**src/rtl/rx_irq_pkg.sv**
```systemverilog
// shared constants for the receiver interrupt source and flag block
package rx_irq_pkg;

    // register indexes; byte address is four times the index
    localparam int IDX_IRQ_SEL      = 13;
    localparam int IDX_FILL_CTRL    = 14;
    localparam int IDX_STRENGTH_THR = 15;

    localparam logic [7:0] ADDR_IRQ_SEL      = 8'(4 * IDX_IRQ_SEL);
    localparam logic [7:0] ADDR_FILL_CTRL    = 8'(4 * IDX_FILL_CTRL);
    localparam logic [7:0] ADDR_STRENGTH_THR = 8'(4 * IDX_STRENGTH_THR);
    localparam logic [7:0] ADDR_CFG          = 8'h40;
    localparam logic [7:0] ADDR_EV_STATUS    = 8'h44;
    localparam logic [7:0] ADDR_EV_MASK      = 8'h48;

    // irq_select_and_fifo_flags fields
    localparam int SEL0_LSB   = 6;
    localparam int SEL1_LSB   = 4;
    localparam int FULL_BIT   = 2;
    localparam int NEMPTY_BIT = 1;
    localparam int OVR_BIT    = 0;

    // fill_control_and_event_flags fields
    localparam int FILL_METHOD_BIT = 7;
    localparam int FILL_BIT        = 6;
    localparam int SPARE_LSB       = 3;
    localparam int STRENGTH_BIT    = 2;
    localparam int LOCK_BIT        = 1;
    localparam int LOCK_EN_BIT     = 0;

    // configuration register fields
    localparam int MODE_LSB   = 0;
    localparam int SIZE_LSB   = 2;
    localparam int THRESH_LSB = 4;
    localparam int AFILT_BIT  = 10;

    // reset values
    localparam logic [1:0] SEL_RST       = 2'h0;
    localparam logic [7:0] FILL_CTRL_RST = 8'h01;
    localparam logic [7:0] THR_RST       = 8'h00;
    localparam logic [1:0] MODE_RST      = 2'h0;
    localparam logic [1:0] SIZE_RST      = 2'h0;
    localparam logic [5:0] THRESH_RST    = 6'h0F;

    // bytes per step of the fifo size field
    localparam int FIFO_STEP = 16;

    // event status bits
    localparam int EV_OVERRUN  = 0;
    localparam int EV_FULL     = 1;
    localparam int EV_STRENGTH = 2;
    localparam int EV_SYNC     = 3;
    localparam int NUM_EV      = 4;

    localparam logic [1:0] RESP_OKAY   = 2'h0;
    localparam logic [1:0] RESP_SLVERR = 2'h2;

    typedef enum logic [1:0] {MODE_CONT, MODE_BUF, MODE_PKT} path_mode_t;

endpackage

```
**src/rtl/level_sync2.sv**
```systemverilog
// two-stage synchroniser for levels entering from outside the clock domain
`timescale 1ns/1ns
module level_sync2 #(
    parameter int WIDTH = 1
) (
    input  wire logic             aclk,
    input  wire logic             aresetn,
    input  wire logic [WIDTH-1:0] async_in,
    output logic      [WIDTH-1:0] sync_out
);
    logic [WIDTH-1:0] stage1_reg;

    // first stage feeds only the second
    always_ff @(posedge aclk) begin
        if (!aresetn) begin
            stage1_reg <= '0;
            sync_out   <= '0;
        end else begin
            stage1_reg <= async_in;
            sync_out   <= stage1_reg;
        end
    end
endmodule

```
**src/rtl/rx_irq_flags.sv**
```systemverilog
// receiver interrupt source selection, fifo flags and event flags
// Notes on behaviour
// - continuous: line0 code 01 strength, else sync
// - buffered: line0 none, byte, not-empty, sync
// - packet: line0 payload, byte, not-empty, sync/address
// - continuous: line1 always recovered bit clock
// - buffered/packet: line1 none/crc, full, strength, threshold
// - fifo sources stay valid in standby too
// - full flag high at configured capacity
// - not-empty flag low when fifo empty
// - overrun sets flag; write one clears, flushes
// - fill method: auto on sync, or manual
// - auto fill bit; write one re-arms unless overrun
// - strength flag set above threshold, write-one clears
// - lock flag set on lock, held; write-one clears
// - lock enable drives pin, else pin released
// - eight-bit strength threshold register, reset zero
//
// Our own choice: the AXI4-Lite register port.
`timescale 1ns/1ns
module rx_irq_flags
    import rx_irq_pkg::*;
#(
    parameter int FIFO_MAX = 64,
    parameter int LEVEL_W  = 7
) (
    input  wire logic               aclk,
    input  wire logic               aresetn,
    input  wire logic [7:0]         awaddr,
    input  wire logic               awvalid,
    output logic                    awready,
    input  wire logic [31:0]        wdata,
    input  wire logic [3:0]         wstrb,
    input  wire logic               wvalid,
    output logic                    wready,
    output logic [1:0]              bresp,
    output logic                    bvalid,
    input  wire logic               bready,
    input  wire logic [7:0]         araddr,
    input  wire logic               arvalid,
    output logic                    arready,
    output logic [31:0]             rdata,
    output logic [1:0]              rresp,
    output logic                    rvalid,
    input  wire logic               rready,
    input  wire logic [LEVEL_W-1:0] fifo_level,
    input  wire logic               fifo_write_req,
    input  wire logic               sync_detect,
    input  wire logic               byte_written,
    input  wire logic               payload_ready,
    input  wire logic               address_match,
    input  wire logic               crc_ok,
    input  wire logic [7:0]         rssi_value,
    input  wire logic               recovered_bit_clock,
    input  wire logic               pll_lock_raw,
    output logic                    irq_0,
    output logic                    irq_1,
    output logic                    irq,
    output logic                    fifo_flush,
    output logic                    fifo_fill_enable,
    output logic                    lock_pin_out,
    output logic                    lock_pin_oe
);
    if (FIFO_MAX > (1 << LEVEL_W) - 1 || FIFO_MAX < 4 * FIFO_STEP) begin : g_bad_width
        $error("fifo level width cannot hold the largest fifo size");
    end

    ////////////////////////////////////////////////////////////////////////////
    logic [7:0]        aw_addr_reg;
    logic              aw_hold_reg;
    logic [31:0]       wdata_reg;
    logic [3:0]        wstrb_reg;
    logic              w_hold_reg;
    logic              wr_en;
    logic [31:0]       rdata_next;
    logic              rd_hit;
    logic              wr_hit;
    logic              bresp_err_reg;
    logic [1:0]        sel0_reg;
    logic [1:0]        sel1_reg;
    logic              overrun_reg;
    logic              full_reg;
    logic              nempty_reg;
    logic              fill_method_reg;
    logic              fill_reg;
    logic [1:0]        spare_reg;
    logic              strength_event_flag;
    logic              lock_flag_reg;
    logic              lock_en_reg;
    logic [7:0]        strength_event_threshold;
    logic [1:0]        mode_reg;
    logic [1:0]        size_reg;
    logic [5:0]        thresh_reg;
    logic              afilt_reg;
    logic [NUM_EV-1:0] ev_status_reg;
    logic [NUM_EV-1:0] ev_mask_reg;
    logic [NUM_EV-1:0] ev_set;
    logic              lock_sync;
    logic              wr_sel;
    logic              wr_fill;
    logic              ovr_clr;
    logic              full_now;
    logic              thresh_hit;
    logic              strength_hit;
    logic              auto_fill;
    logic              irq_0_next;
    logic              irq_1_next;
    logic [LEVEL_W-1:0] capacity;
    path_mode_t        mode;

    level_sync2 #(.WIDTH(1)) u_lock_sync (
        .aclk     (aclk),
        .aresetn  (aresetn),
        .async_in (pll_lock_raw),
        .sync_out (lock_sync)
    );

    ////////////////////////////////////////////////////////////////////////////
    // write path: address and data taken in either order, response after both
    assign awready = !aw_hold_reg && !bvalid;
    assign wready  = !w_hold_reg && !bvalid;
    assign wr_en   = aw_hold_reg && w_hold_reg && !bvalid;
    assign bresp   = bresp_err_reg ? RESP_SLVERR : RESP_OKAY; // unmapped writes dropped, but flagged

    always_ff @(posedge aclk) begin
        if (!aresetn) begin
            aw_hold_reg <= 1'b0;
            aw_addr_reg <= 8'h00;
            w_hold_reg  <= 1'b0;
            wdata_reg   <= 32'h00000000;
            wstrb_reg   <= 4'h0;
        end else begin
            if (awvalid && awready) begin
                aw_hold_reg <= 1'b1;
                aw_addr_reg <= awaddr;
            end else if (wr_en) begin
                aw_hold_reg <= 1'b0;
            end
            if (wvalid && wready) begin
                w_hold_reg <= 1'b1;
                wdata_reg  <= wdata;
                wstrb_reg  <= wstrb;
            end else if (wr_en) begin
                w_hold_reg <= 1'b0;
            end
        end
    end

    always_comb begin
        case (aw_addr_reg)
            ADDR_IRQ_SEL, ADDR_FILL_CTRL, ADDR_STRENGTH_THR: wr_hit = 1'b1;
            ADDR_CFG, ADDR_EV_STATUS, ADDR_EV_MASK:          wr_hit = 1'b1;
            default:                                         wr_hit = 1'b0;
        endcase
    end

    always_ff @(posedge aclk) begin
        if (!aresetn) begin
            bvalid        <= 1'b0;
            bresp_err_reg <= 1'b0;
        end else if (wr_en) begin
            bvalid        <= 1'b1;
            bresp_err_reg <= !wr_hit;
        end else if (bready) begin
            bvalid <= 1'b0;
        end
    end

    ////////////////////////////////////////////////////////////////////////////
    // read path: one cycle from address to data
    assign arready = !rvalid;

    always_comb begin
        rdata_next = 32'h00000000;
        rd_hit     = 1'b1;
        case (araddr)
            ADDR_IRQ_SEL:      rdata_next[7:0] = {sel0_reg, sel1_reg, 1'b0, full_reg, nempty_reg, overrun_reg};
            ADDR_FILL_CTRL:    rdata_next[7:0] = {fill_method_reg, fill_reg, 1'b0, spare_reg,
                                                  strength_event_flag, lock_flag_reg, lock_en_reg};
            ADDR_STRENGTH_THR: rdata_next[7:0] = strength_event_threshold;
            ADDR_CFG:          rdata_next[10:0] = {afilt_reg, thresh_reg, size_reg, mode_reg};
            ADDR_EV_STATUS:    rdata_next[NUM_EV-1:0] = ev_status_reg;
            ADDR_EV_MASK:      rdata_next[NUM_EV-1:0] = ev_mask_reg;
            default:           rd_hit = 1'b0;
        endcase
    end

    always_ff @(posedge aclk) begin
        if (!aresetn) begin
            rvalid <= 1'b0;
            rdata  <= 32'h00000000;
            rresp  <= RESP_OKAY;
        end else if (arvalid && arready) begin
            rvalid <= 1'b1;
            rdata  <= rdata_next;
            rresp  <= rd_hit ? RESP_OKAY : RESP_SLVERR;
        end else if (rready) begin
            rvalid <= 1'b0;
        end
    end

    ////////////////////////////////////////////////////////////////////////////
    // configuration and selector registers
    assign wr_sel  = wr_en && wstrb_reg[0] && aw_addr_reg == ADDR_IRQ_SEL;
    assign wr_fill = wr_en && wstrb_reg[0] && aw_addr_reg == ADDR_FILL_CTRL;
    assign ovr_clr = wr_sel && wdata_reg[OVR_BIT];

    always_ff @(posedge aclk) begin
        if (!aresetn) begin
            sel0_reg <= SEL_RST;
            sel1_reg <= SEL_RST;
        end else if (wr_sel) begin
            sel0_reg <= wdata_reg[SEL0_LSB +: 2];
            sel1_reg <= wdata_reg[SEL1_LSB +: 2];
        end
    end

    always_ff @(posedge aclk) begin
        if (!aresetn) begin
            strength_event_threshold <= THR_RST;
        end else if (wr_en && wstrb_reg[0] && aw_addr_reg == ADDR_STRENGTH_THR) begin
            strength_event_threshold <= wdata_reg[7:0];
        end
    end

    always_ff @(posedge aclk) begin
        if (!aresetn) begin
            mode_reg   <= MODE_RST;
            size_reg   <= SIZE_RST;
            thresh_reg <= THRESH_RST;
            afilt_reg  <= 1'b0;
        end else if (wr_en && aw_addr_reg == ADDR_CFG) begin
            if (wstrb_reg[0]) begin
                mode_reg       <= wdata_reg[MODE_LSB +: 2];
                size_reg       <= wdata_reg[SIZE_LSB +: 2];
                thresh_reg[3:0] <= wdata_reg[THRESH_LSB +: 4];
            end
            if (wstrb_reg[1]) begin
                thresh_reg[5:4] <= wdata_reg[THRESH_LSB + 4 +: 2];
                afilt_reg       <= wdata_reg[AFILT_BIT];
            end
        end
    end

    // packet mode ignores the low mode bit
    assign mode = mode_reg[1] ? MODE_PKT : (mode_reg[0] ? MODE_BUF : MODE_CONT);

    ////////////////////////////////////////////////////////////////////////////
    // fifo level flags; no gating by receive state, so they hold in standby
    assign capacity   = LEVEL_W'(FIFO_STEP * (int'(size_reg) + 1));
    assign full_now   = fifo_level >= capacity;
    assign thresh_hit = fifo_level > LEVEL_W'(thresh_reg);

    always_ff @(posedge aclk) begin
        if (!aresetn) begin
            full_reg   <= 1'b0;
            nempty_reg <= 1'b0;
        end else begin
            full_reg   <= full_now;
            nempty_reg <= fifo_level != '0;
        end
    end

    // set wins over a clear in the same cycle
    always_ff @(posedge aclk) begin
        if (!aresetn) begin
            overrun_reg <= 1'b0;
            fifo_flush  <= 1'b0;
        end else begin
            fifo_flush <= ovr_clr;
            if (fifo_write_req && full_now) begin
                overrun_reg <= 1'b1;
            end else if (ovr_clr) begin
                overrun_reg <= 1'b0;
            end
        end
    end

    ////////////////////////////////////////////////////////////////////////////
    // fill control
    assign auto_fill = mode == MODE_BUF && !fill_method_reg;

    always_ff @(posedge aclk) begin
        if (!aresetn) begin
            fill_method_reg <= FILL_CTRL_RST[FILL_METHOD_BIT];
            fill_reg        <= FILL_CTRL_RST[FILL_BIT];
            spare_reg       <= FILL_CTRL_RST[SPARE_LSB +: 2];
        end else begin
            if (wr_fill) begin
                fill_method_reg <= wdata_reg[FILL_METHOD_BIT];
                spare_reg       <= wdata_reg[SPARE_LSB +: 2];
            end
            if (auto_fill && sync_detect) begin
                fill_reg <= 1'b1;
            end else if (wr_fill && fill_method_reg) begin
                fill_reg <= wdata_reg[FILL_BIT];
            end else if (wr_fill && wdata_reg[FILL_BIT] && !overrun_reg) begin
                fill_reg <= 1'b0;
            end
        end
    end

    // other modes handle their own storage gating
    assign fifo_fill_enable = mode != MODE_BUF || fill_reg;

    ////////////////////////////////////////////////////////////////////////////
    // strength and lock flags
    assign strength_hit = rssi_value > strength_event_threshold;

    always_ff @(posedge aclk) begin
        if (!aresetn) begin
            strength_event_flag <= FILL_CTRL_RST[STRENGTH_BIT];
            lock_flag_reg       <= FILL_CTRL_RST[LOCK_BIT];
            lock_en_reg         <= FILL_CTRL_RST[LOCK_EN_BIT];
        end else begin
            if (strength_hit) begin
                strength_event_flag <= 1'b1;
            end else if (wr_fill && wdata_reg[STRENGTH_BIT]) begin
                strength_event_flag <= 1'b0;
            end
            if (lock_sync) begin
                lock_flag_reg <= 1'b1;
            end else if (wr_fill && wdata_reg[LOCK_BIT]) begin
                lock_flag_reg <= 1'b0;
            end
            if (wr_fill) begin
                lock_en_reg <= wdata_reg[LOCK_EN_BIT];
            end
        end
    end

    // pin released rather than driven low so a board pull sets its idle level
    assign lock_pin_out = lock_flag_reg;
    assign lock_pin_oe  = lock_en_reg;

    ////////////////////////////////////////////////////////////////////////////
    // interrupt line source selection
    always_comb begin
        irq_0_next = 1'b0;
        irq_1_next = 1'b0;
        case (mode)
            MODE_CONT: begin
                irq_0_next = (sel0_reg == 2'h1) ? strength_event_flag : sync_detect;
                irq_1_next = recovered_bit_clock;
            end
            MODE_BUF: begin
                case (sel0_reg)
                    2'h1:    irq_0_next = byte_written;
                    2'h2:    irq_0_next = nempty_reg;
                    2'h3:    irq_0_next = sync_detect;
                    default: irq_0_next = 1'b0;
                endcase
            end
            MODE_PKT: begin
                case (sel0_reg)
                    2'h1:    irq_0_next = byte_written;
                    2'h2:    irq_0_next = nempty_reg;
                    2'h3:    irq_0_next = afilt_reg ? address_match : sync_detect;
                    default: irq_0_next = payload_ready;
                endcase
            end
            default: irq_0_next = 1'b0;
        endcase
        if (mode != MODE_CONT) begin
            case (sel1_reg)
                2'h1:    irq_1_next = full_reg;
                2'h2:    irq_1_next = strength_event_flag;
                2'h3:    irq_1_next = thresh_hit;
                default: irq_1_next = (mode == MODE_PKT) && crc_ok;
            endcase
        end
    end

    always_ff @(posedge aclk) begin
        if (!aresetn) begin
            irq_0 <= 1'b0;
            irq_1 <= 1'b0;
        end else begin
            irq_0 <= irq_0_next;
            irq_1 <= irq_1_next;
        end
    end

    ////////////////////////////////////////////////////////////////////////////
    // event status, write-one-to-clear, masked onto one line
    assign ev_set[EV_OVERRUN]  = fifo_write_req && full_now;
    assign ev_set[EV_FULL]     = full_now && !full_reg;
    assign ev_set[EV_STRENGTH] = strength_hit && !strength_event_flag;
    assign ev_set[EV_SYNC]     = sync_detect;

    for (genvar i = 0; i < NUM_EV; i++) begin : g_ev
        always_ff @(posedge aclk) begin
            if (!aresetn) begin
                ev_status_reg[i] <= 1'b0;
            end else if (ev_set[i]) begin
                ev_status_reg[i] <= 1'b1;
            end else if (wr_en && wstrb_reg[0] && aw_addr_reg == ADDR_EV_STATUS && wdata_reg[i]) begin
                ev_status_reg[i] <= 1'b0;
            end
        end
    end

    always_ff @(posedge aclk) begin
        if (!aresetn) begin
            ev_mask_reg <= '0;
            irq         <= 1'b0;
        end else begin
            if (wr_en && wstrb_reg[0] && aw_addr_reg == ADDR_EV_MASK) begin
                ev_mask_reg <= wdata_reg[NUM_EV-1:0];
            end
            irq <= |(ev_status_reg & ev_mask_reg);
        end
    end
endmodule

```
**config.mk**
```make
export PLATFORM = sky130hd
export DESIGN_NAME = rx_irq_flags
export DESIGN_NICKNAME = d
export VERILOG_FILES = /design/src/rtl/rx_irq_pkg.sv /design/src/rtl/level_sync2.sv /design/src/rtl/rx_irq_flags.sv
export SDC_FILE = /design/constraint.sdc
export NUM_CORES = 1
export LEC_CHECK = 0
export ABC_CLOCK_PERIOD_IN_PS = 2000
export BUFFER_PORTS_ARGS = -buffer_cell sky130_fd_sc_hd__buf_2
export CAP_MARGIN = 20
export CELL_PAD_IN_SITES_DETAIL_PLACEMENT = 2
export CELL_PAD_IN_SITES_GLOBAL_PLACEMENT = 2
export CORE_MARGIN = 2
export CORE_UTILIZATION = 29
export CTS_CLUSTER_DIAMETER = 60
export DETAILED_ROUTE_END_ITERATION = 10
export PLACE_DENSITY = 0.78
export SYNTH_ARGS = -nofsm -noshare
export SYNTH_HDL_FRONTEND = slang
export SYNTH_SLANG_ARGS = --single-unit
```
**constraint.sdc**
```tcl
create_clock -name aclk -period 2 [get_ports aclk]
set_input_delay 0.4 -clock aclk [delete_from_list [all_inputs] [get_ports aclk]]
set_output_delay 0.4 -clock aclk [all_outputs]
set_load 0.02 [all_outputs]
```
==> results.cfg <==
[floorplan]
die_area_um2 = 15710
ioPinCount = 130
rows = 44
dieHeight_um = 125.3
initial_core_util = 0.2948
dieWidth_um = 125.3
core_area_um2 = 14480

[critical_path]
critPathKind = flip-flop to flip-flop
r2r_cells = 8
arrival_ps = 2190
crit_slowest_cell = a311o_1
crit_path_end_kind = flip-flop
reg2reg_from = size_reg[0]$_SDFFE_PN0P_
timing.critical_path.slowest_cell_delay_ps = 340
path_cells = ha_1, inv_1, ha_4, nor2b_1, a311o_1, a21oi_2, nor2_4, a32o_1
required_ps = 2240
r2r_slack_ps = 50
regToRegEndpoint = ev_status_reg[1]$_SDFFE_PN0P_
worst_setup_path_start_kind = flip-flop
worst-path-max-fanout = 4

[yosys]
ys_types = 61
ys.flop_type = dfxtp_1
async_flop_share = 0
syn_avg_cell_area_um2 = 8.387
synth.area.top_cells = dfxtp_1 (40%), nand2_1 (6.6%), ha_1 (5.3%)
synth_area_leader_cell = dfxtp_1
yosys_warnings = 0
ys_ff_latch = 85
netlist_area_um2 = 4269
synth_enable_flop_cells = 0
seq_area_frac_synth = 0.3986
synth_top_area_share = 0.3986
netlist_instances = 509

[timing]
worst_pin_slew_ps = 530.2
hold_viol_final = 0
finalClockSkew_ps = 4.585
period_needed_ps = 1954
whs_ps = 245.2
slew_viol_final = 0
fmaxAchievable_mhz = 511.9
setup_viol_count_final = 0
max-slew-margin-rel = 0.6457
finalCritPeriodShare = 0.9768
setup_slack_ps = 46.38

[final_layout]
final_cell_mix = dfxtp_1 (84), buf_2 (83), nand2_1 (75)
diodes = 0
drive_above_1_share = 0.2439
layout_commonest_cell = dfxtp_1
utilization = 0.3670
fin_nets = 707
fin_area_um2 = 5314
area_growth_pct = 24.47
final_cells = 795

[detailed_routing]
drtIter0Drc = 196
dr.pass1.iters = 4
final_antenna_net_count = 0
vias = 4084
drc = 0
wl_per_cell_um = 18.42
via_per_inst = 5.137
wirelength_mm = 14.65

[min_path]
min_to = rvalid$_SDFFE_PN0P_
hold_start = rready
worstHoldPathCells = 2
hold_path_class = input pin to flip-flop

[grt]
antenna_found_initial = 0
grt_pass1_wl_mm = 23.10
grt_max_degree = 32
groute.usage.overall = 0.1879
overflow = 0
grt_pass1_vias = 4296

[clock_tree]
clock-sinks = 85
clock_latency_ps = 350
root_buffer = clkbuf_16
htree_levels = 3
hold_buffers = 0
numCtsBuffers = 9
cts_tree = yes
cts.clk_slew.worst_paths_ps = 60
cts_buffer_depth = 2

[placed_design]
port-buffer-count = 83
place_area_um2 = 4950
dp_slack_ps = -108.3
place_hpwl_mm = 11.25
placedCellCount = 779
place.gp.congestion = 0.8162

[run]
drv_cap = 0

[power]
ir_drop_v = 0.0004089
p_per_area_nw_per_um2 = 772.2
power_leakage_nw = 2.201

[outcome]
status = complete, no violations
-- area by class of cell --
class                           count  area, um2
Clock buffer                       11      242.7
Clock inverter                      4      72.57
Fill cell                        1627       9165
Inverter                           30      112.6
Multi-Input combinational cell    369       2307
Sequential cell                    85       1703
Tap cell                          184      230.2
Timing Repair Buffer              112      645.6
-- critical path: cells and delay by family (launching register included) --
kind                     cells  cell delay [ps]
AND/OR/NAND/NOR              2              190
flip-flops                   1              330
buffers and inverters        1               90
AO/OA/AOI/OAI                3              750
adder cells (fa/ha/maj)      2              480
-- where the power goes --
| part | switching (mW) | leakage (nW) | internal [mW] |
|---|---|---|---|
| clock | 0.701 | 0.152 | 1.12 |
| combinational | 0.291 | 1.36 | 0.169 |
| sequential | 0.0683 | 0.694 | 1.75 |
-- metrics by stage --
step	TNS, ps	power, mW
after detailed placement	-257.8	2.313
after CTS	0	4.146
after global routing	-92.69	4.264
after global placement	-34.31	2.286
after floorplan	0	2.141
final	0	4.103
-- synthesized netlist by cell type, types with 5 or more instances --
master and number:
mux2i_1 21, o21ai_0 25, a31oi_1 5, a22oi_1 8
buf_4 24, nor2b_1 7, inv_1 29, nor3_1 5
nand3_1 17, nor2_1 40, dfxtp_1 85, a32o_1 7
nand4_1 6, clkbuf_1 18, mux2_2 6, ha_1 18
a21oi_1 42, and2_1 5, nand2_1 75
-- per-layer routing --
metal	share of wire	routed length, um	track usage
met1	0.44	6428	0.2385
met2	0.49	7181	0.3226
met3	0.053	769	0.03081
met4	0.018	268	0.06667
met5	0	0	0
-- worst max path at each step --
stage,startpoint,to,slack [ps],cells past startpoint
3_3_place_gp,araddr[4],rdata[7]$_SDFFE_PN0P_,-8,5
5_1_grt,thresh_reg[1]$_SDFFE_PN1P_,irq_1$_SDFF_PN0_,-50,8
2_1_floorplan,araddr[4],rdata[4]$_SDFFE_PN0P_,150,5
4_1_cts,size_reg[0]$_SDFFE_PN0P_,ev_status_reg[1]$_SDFFE_PN0P_,5,8
6_report,size_reg[0]$_SDFFE_PN0P_,ev_status_reg[1]$_SDFFE_PN0P_,50,8
3_5_place_dp,fifo_level[1],irq_1$_SDFF_PN0_,-110,8
-- cell families (layout without fill, tap and decap cells) --
family	after synthesis	after routing	share of synthesized area
other	1	23	0.0008784
and+or+nand+nor	182	182	0.2131
buffers and inverters	77	157	0.08968
AOI/OAI and AO/OA	119	119	0.1800
DFF	85	85	0.3986
adders and majority gates	18	18	0.05276
muxes	27	27	0.06506
-- repair_timing --
item | in CTS | in global routing
setup endpoints to repair | 3 | 15
buffers inserted | 0 | 1
resized for setup | 3 | 6
pin swaps | 0 | 3
Power figures use the tool's default switching activity.
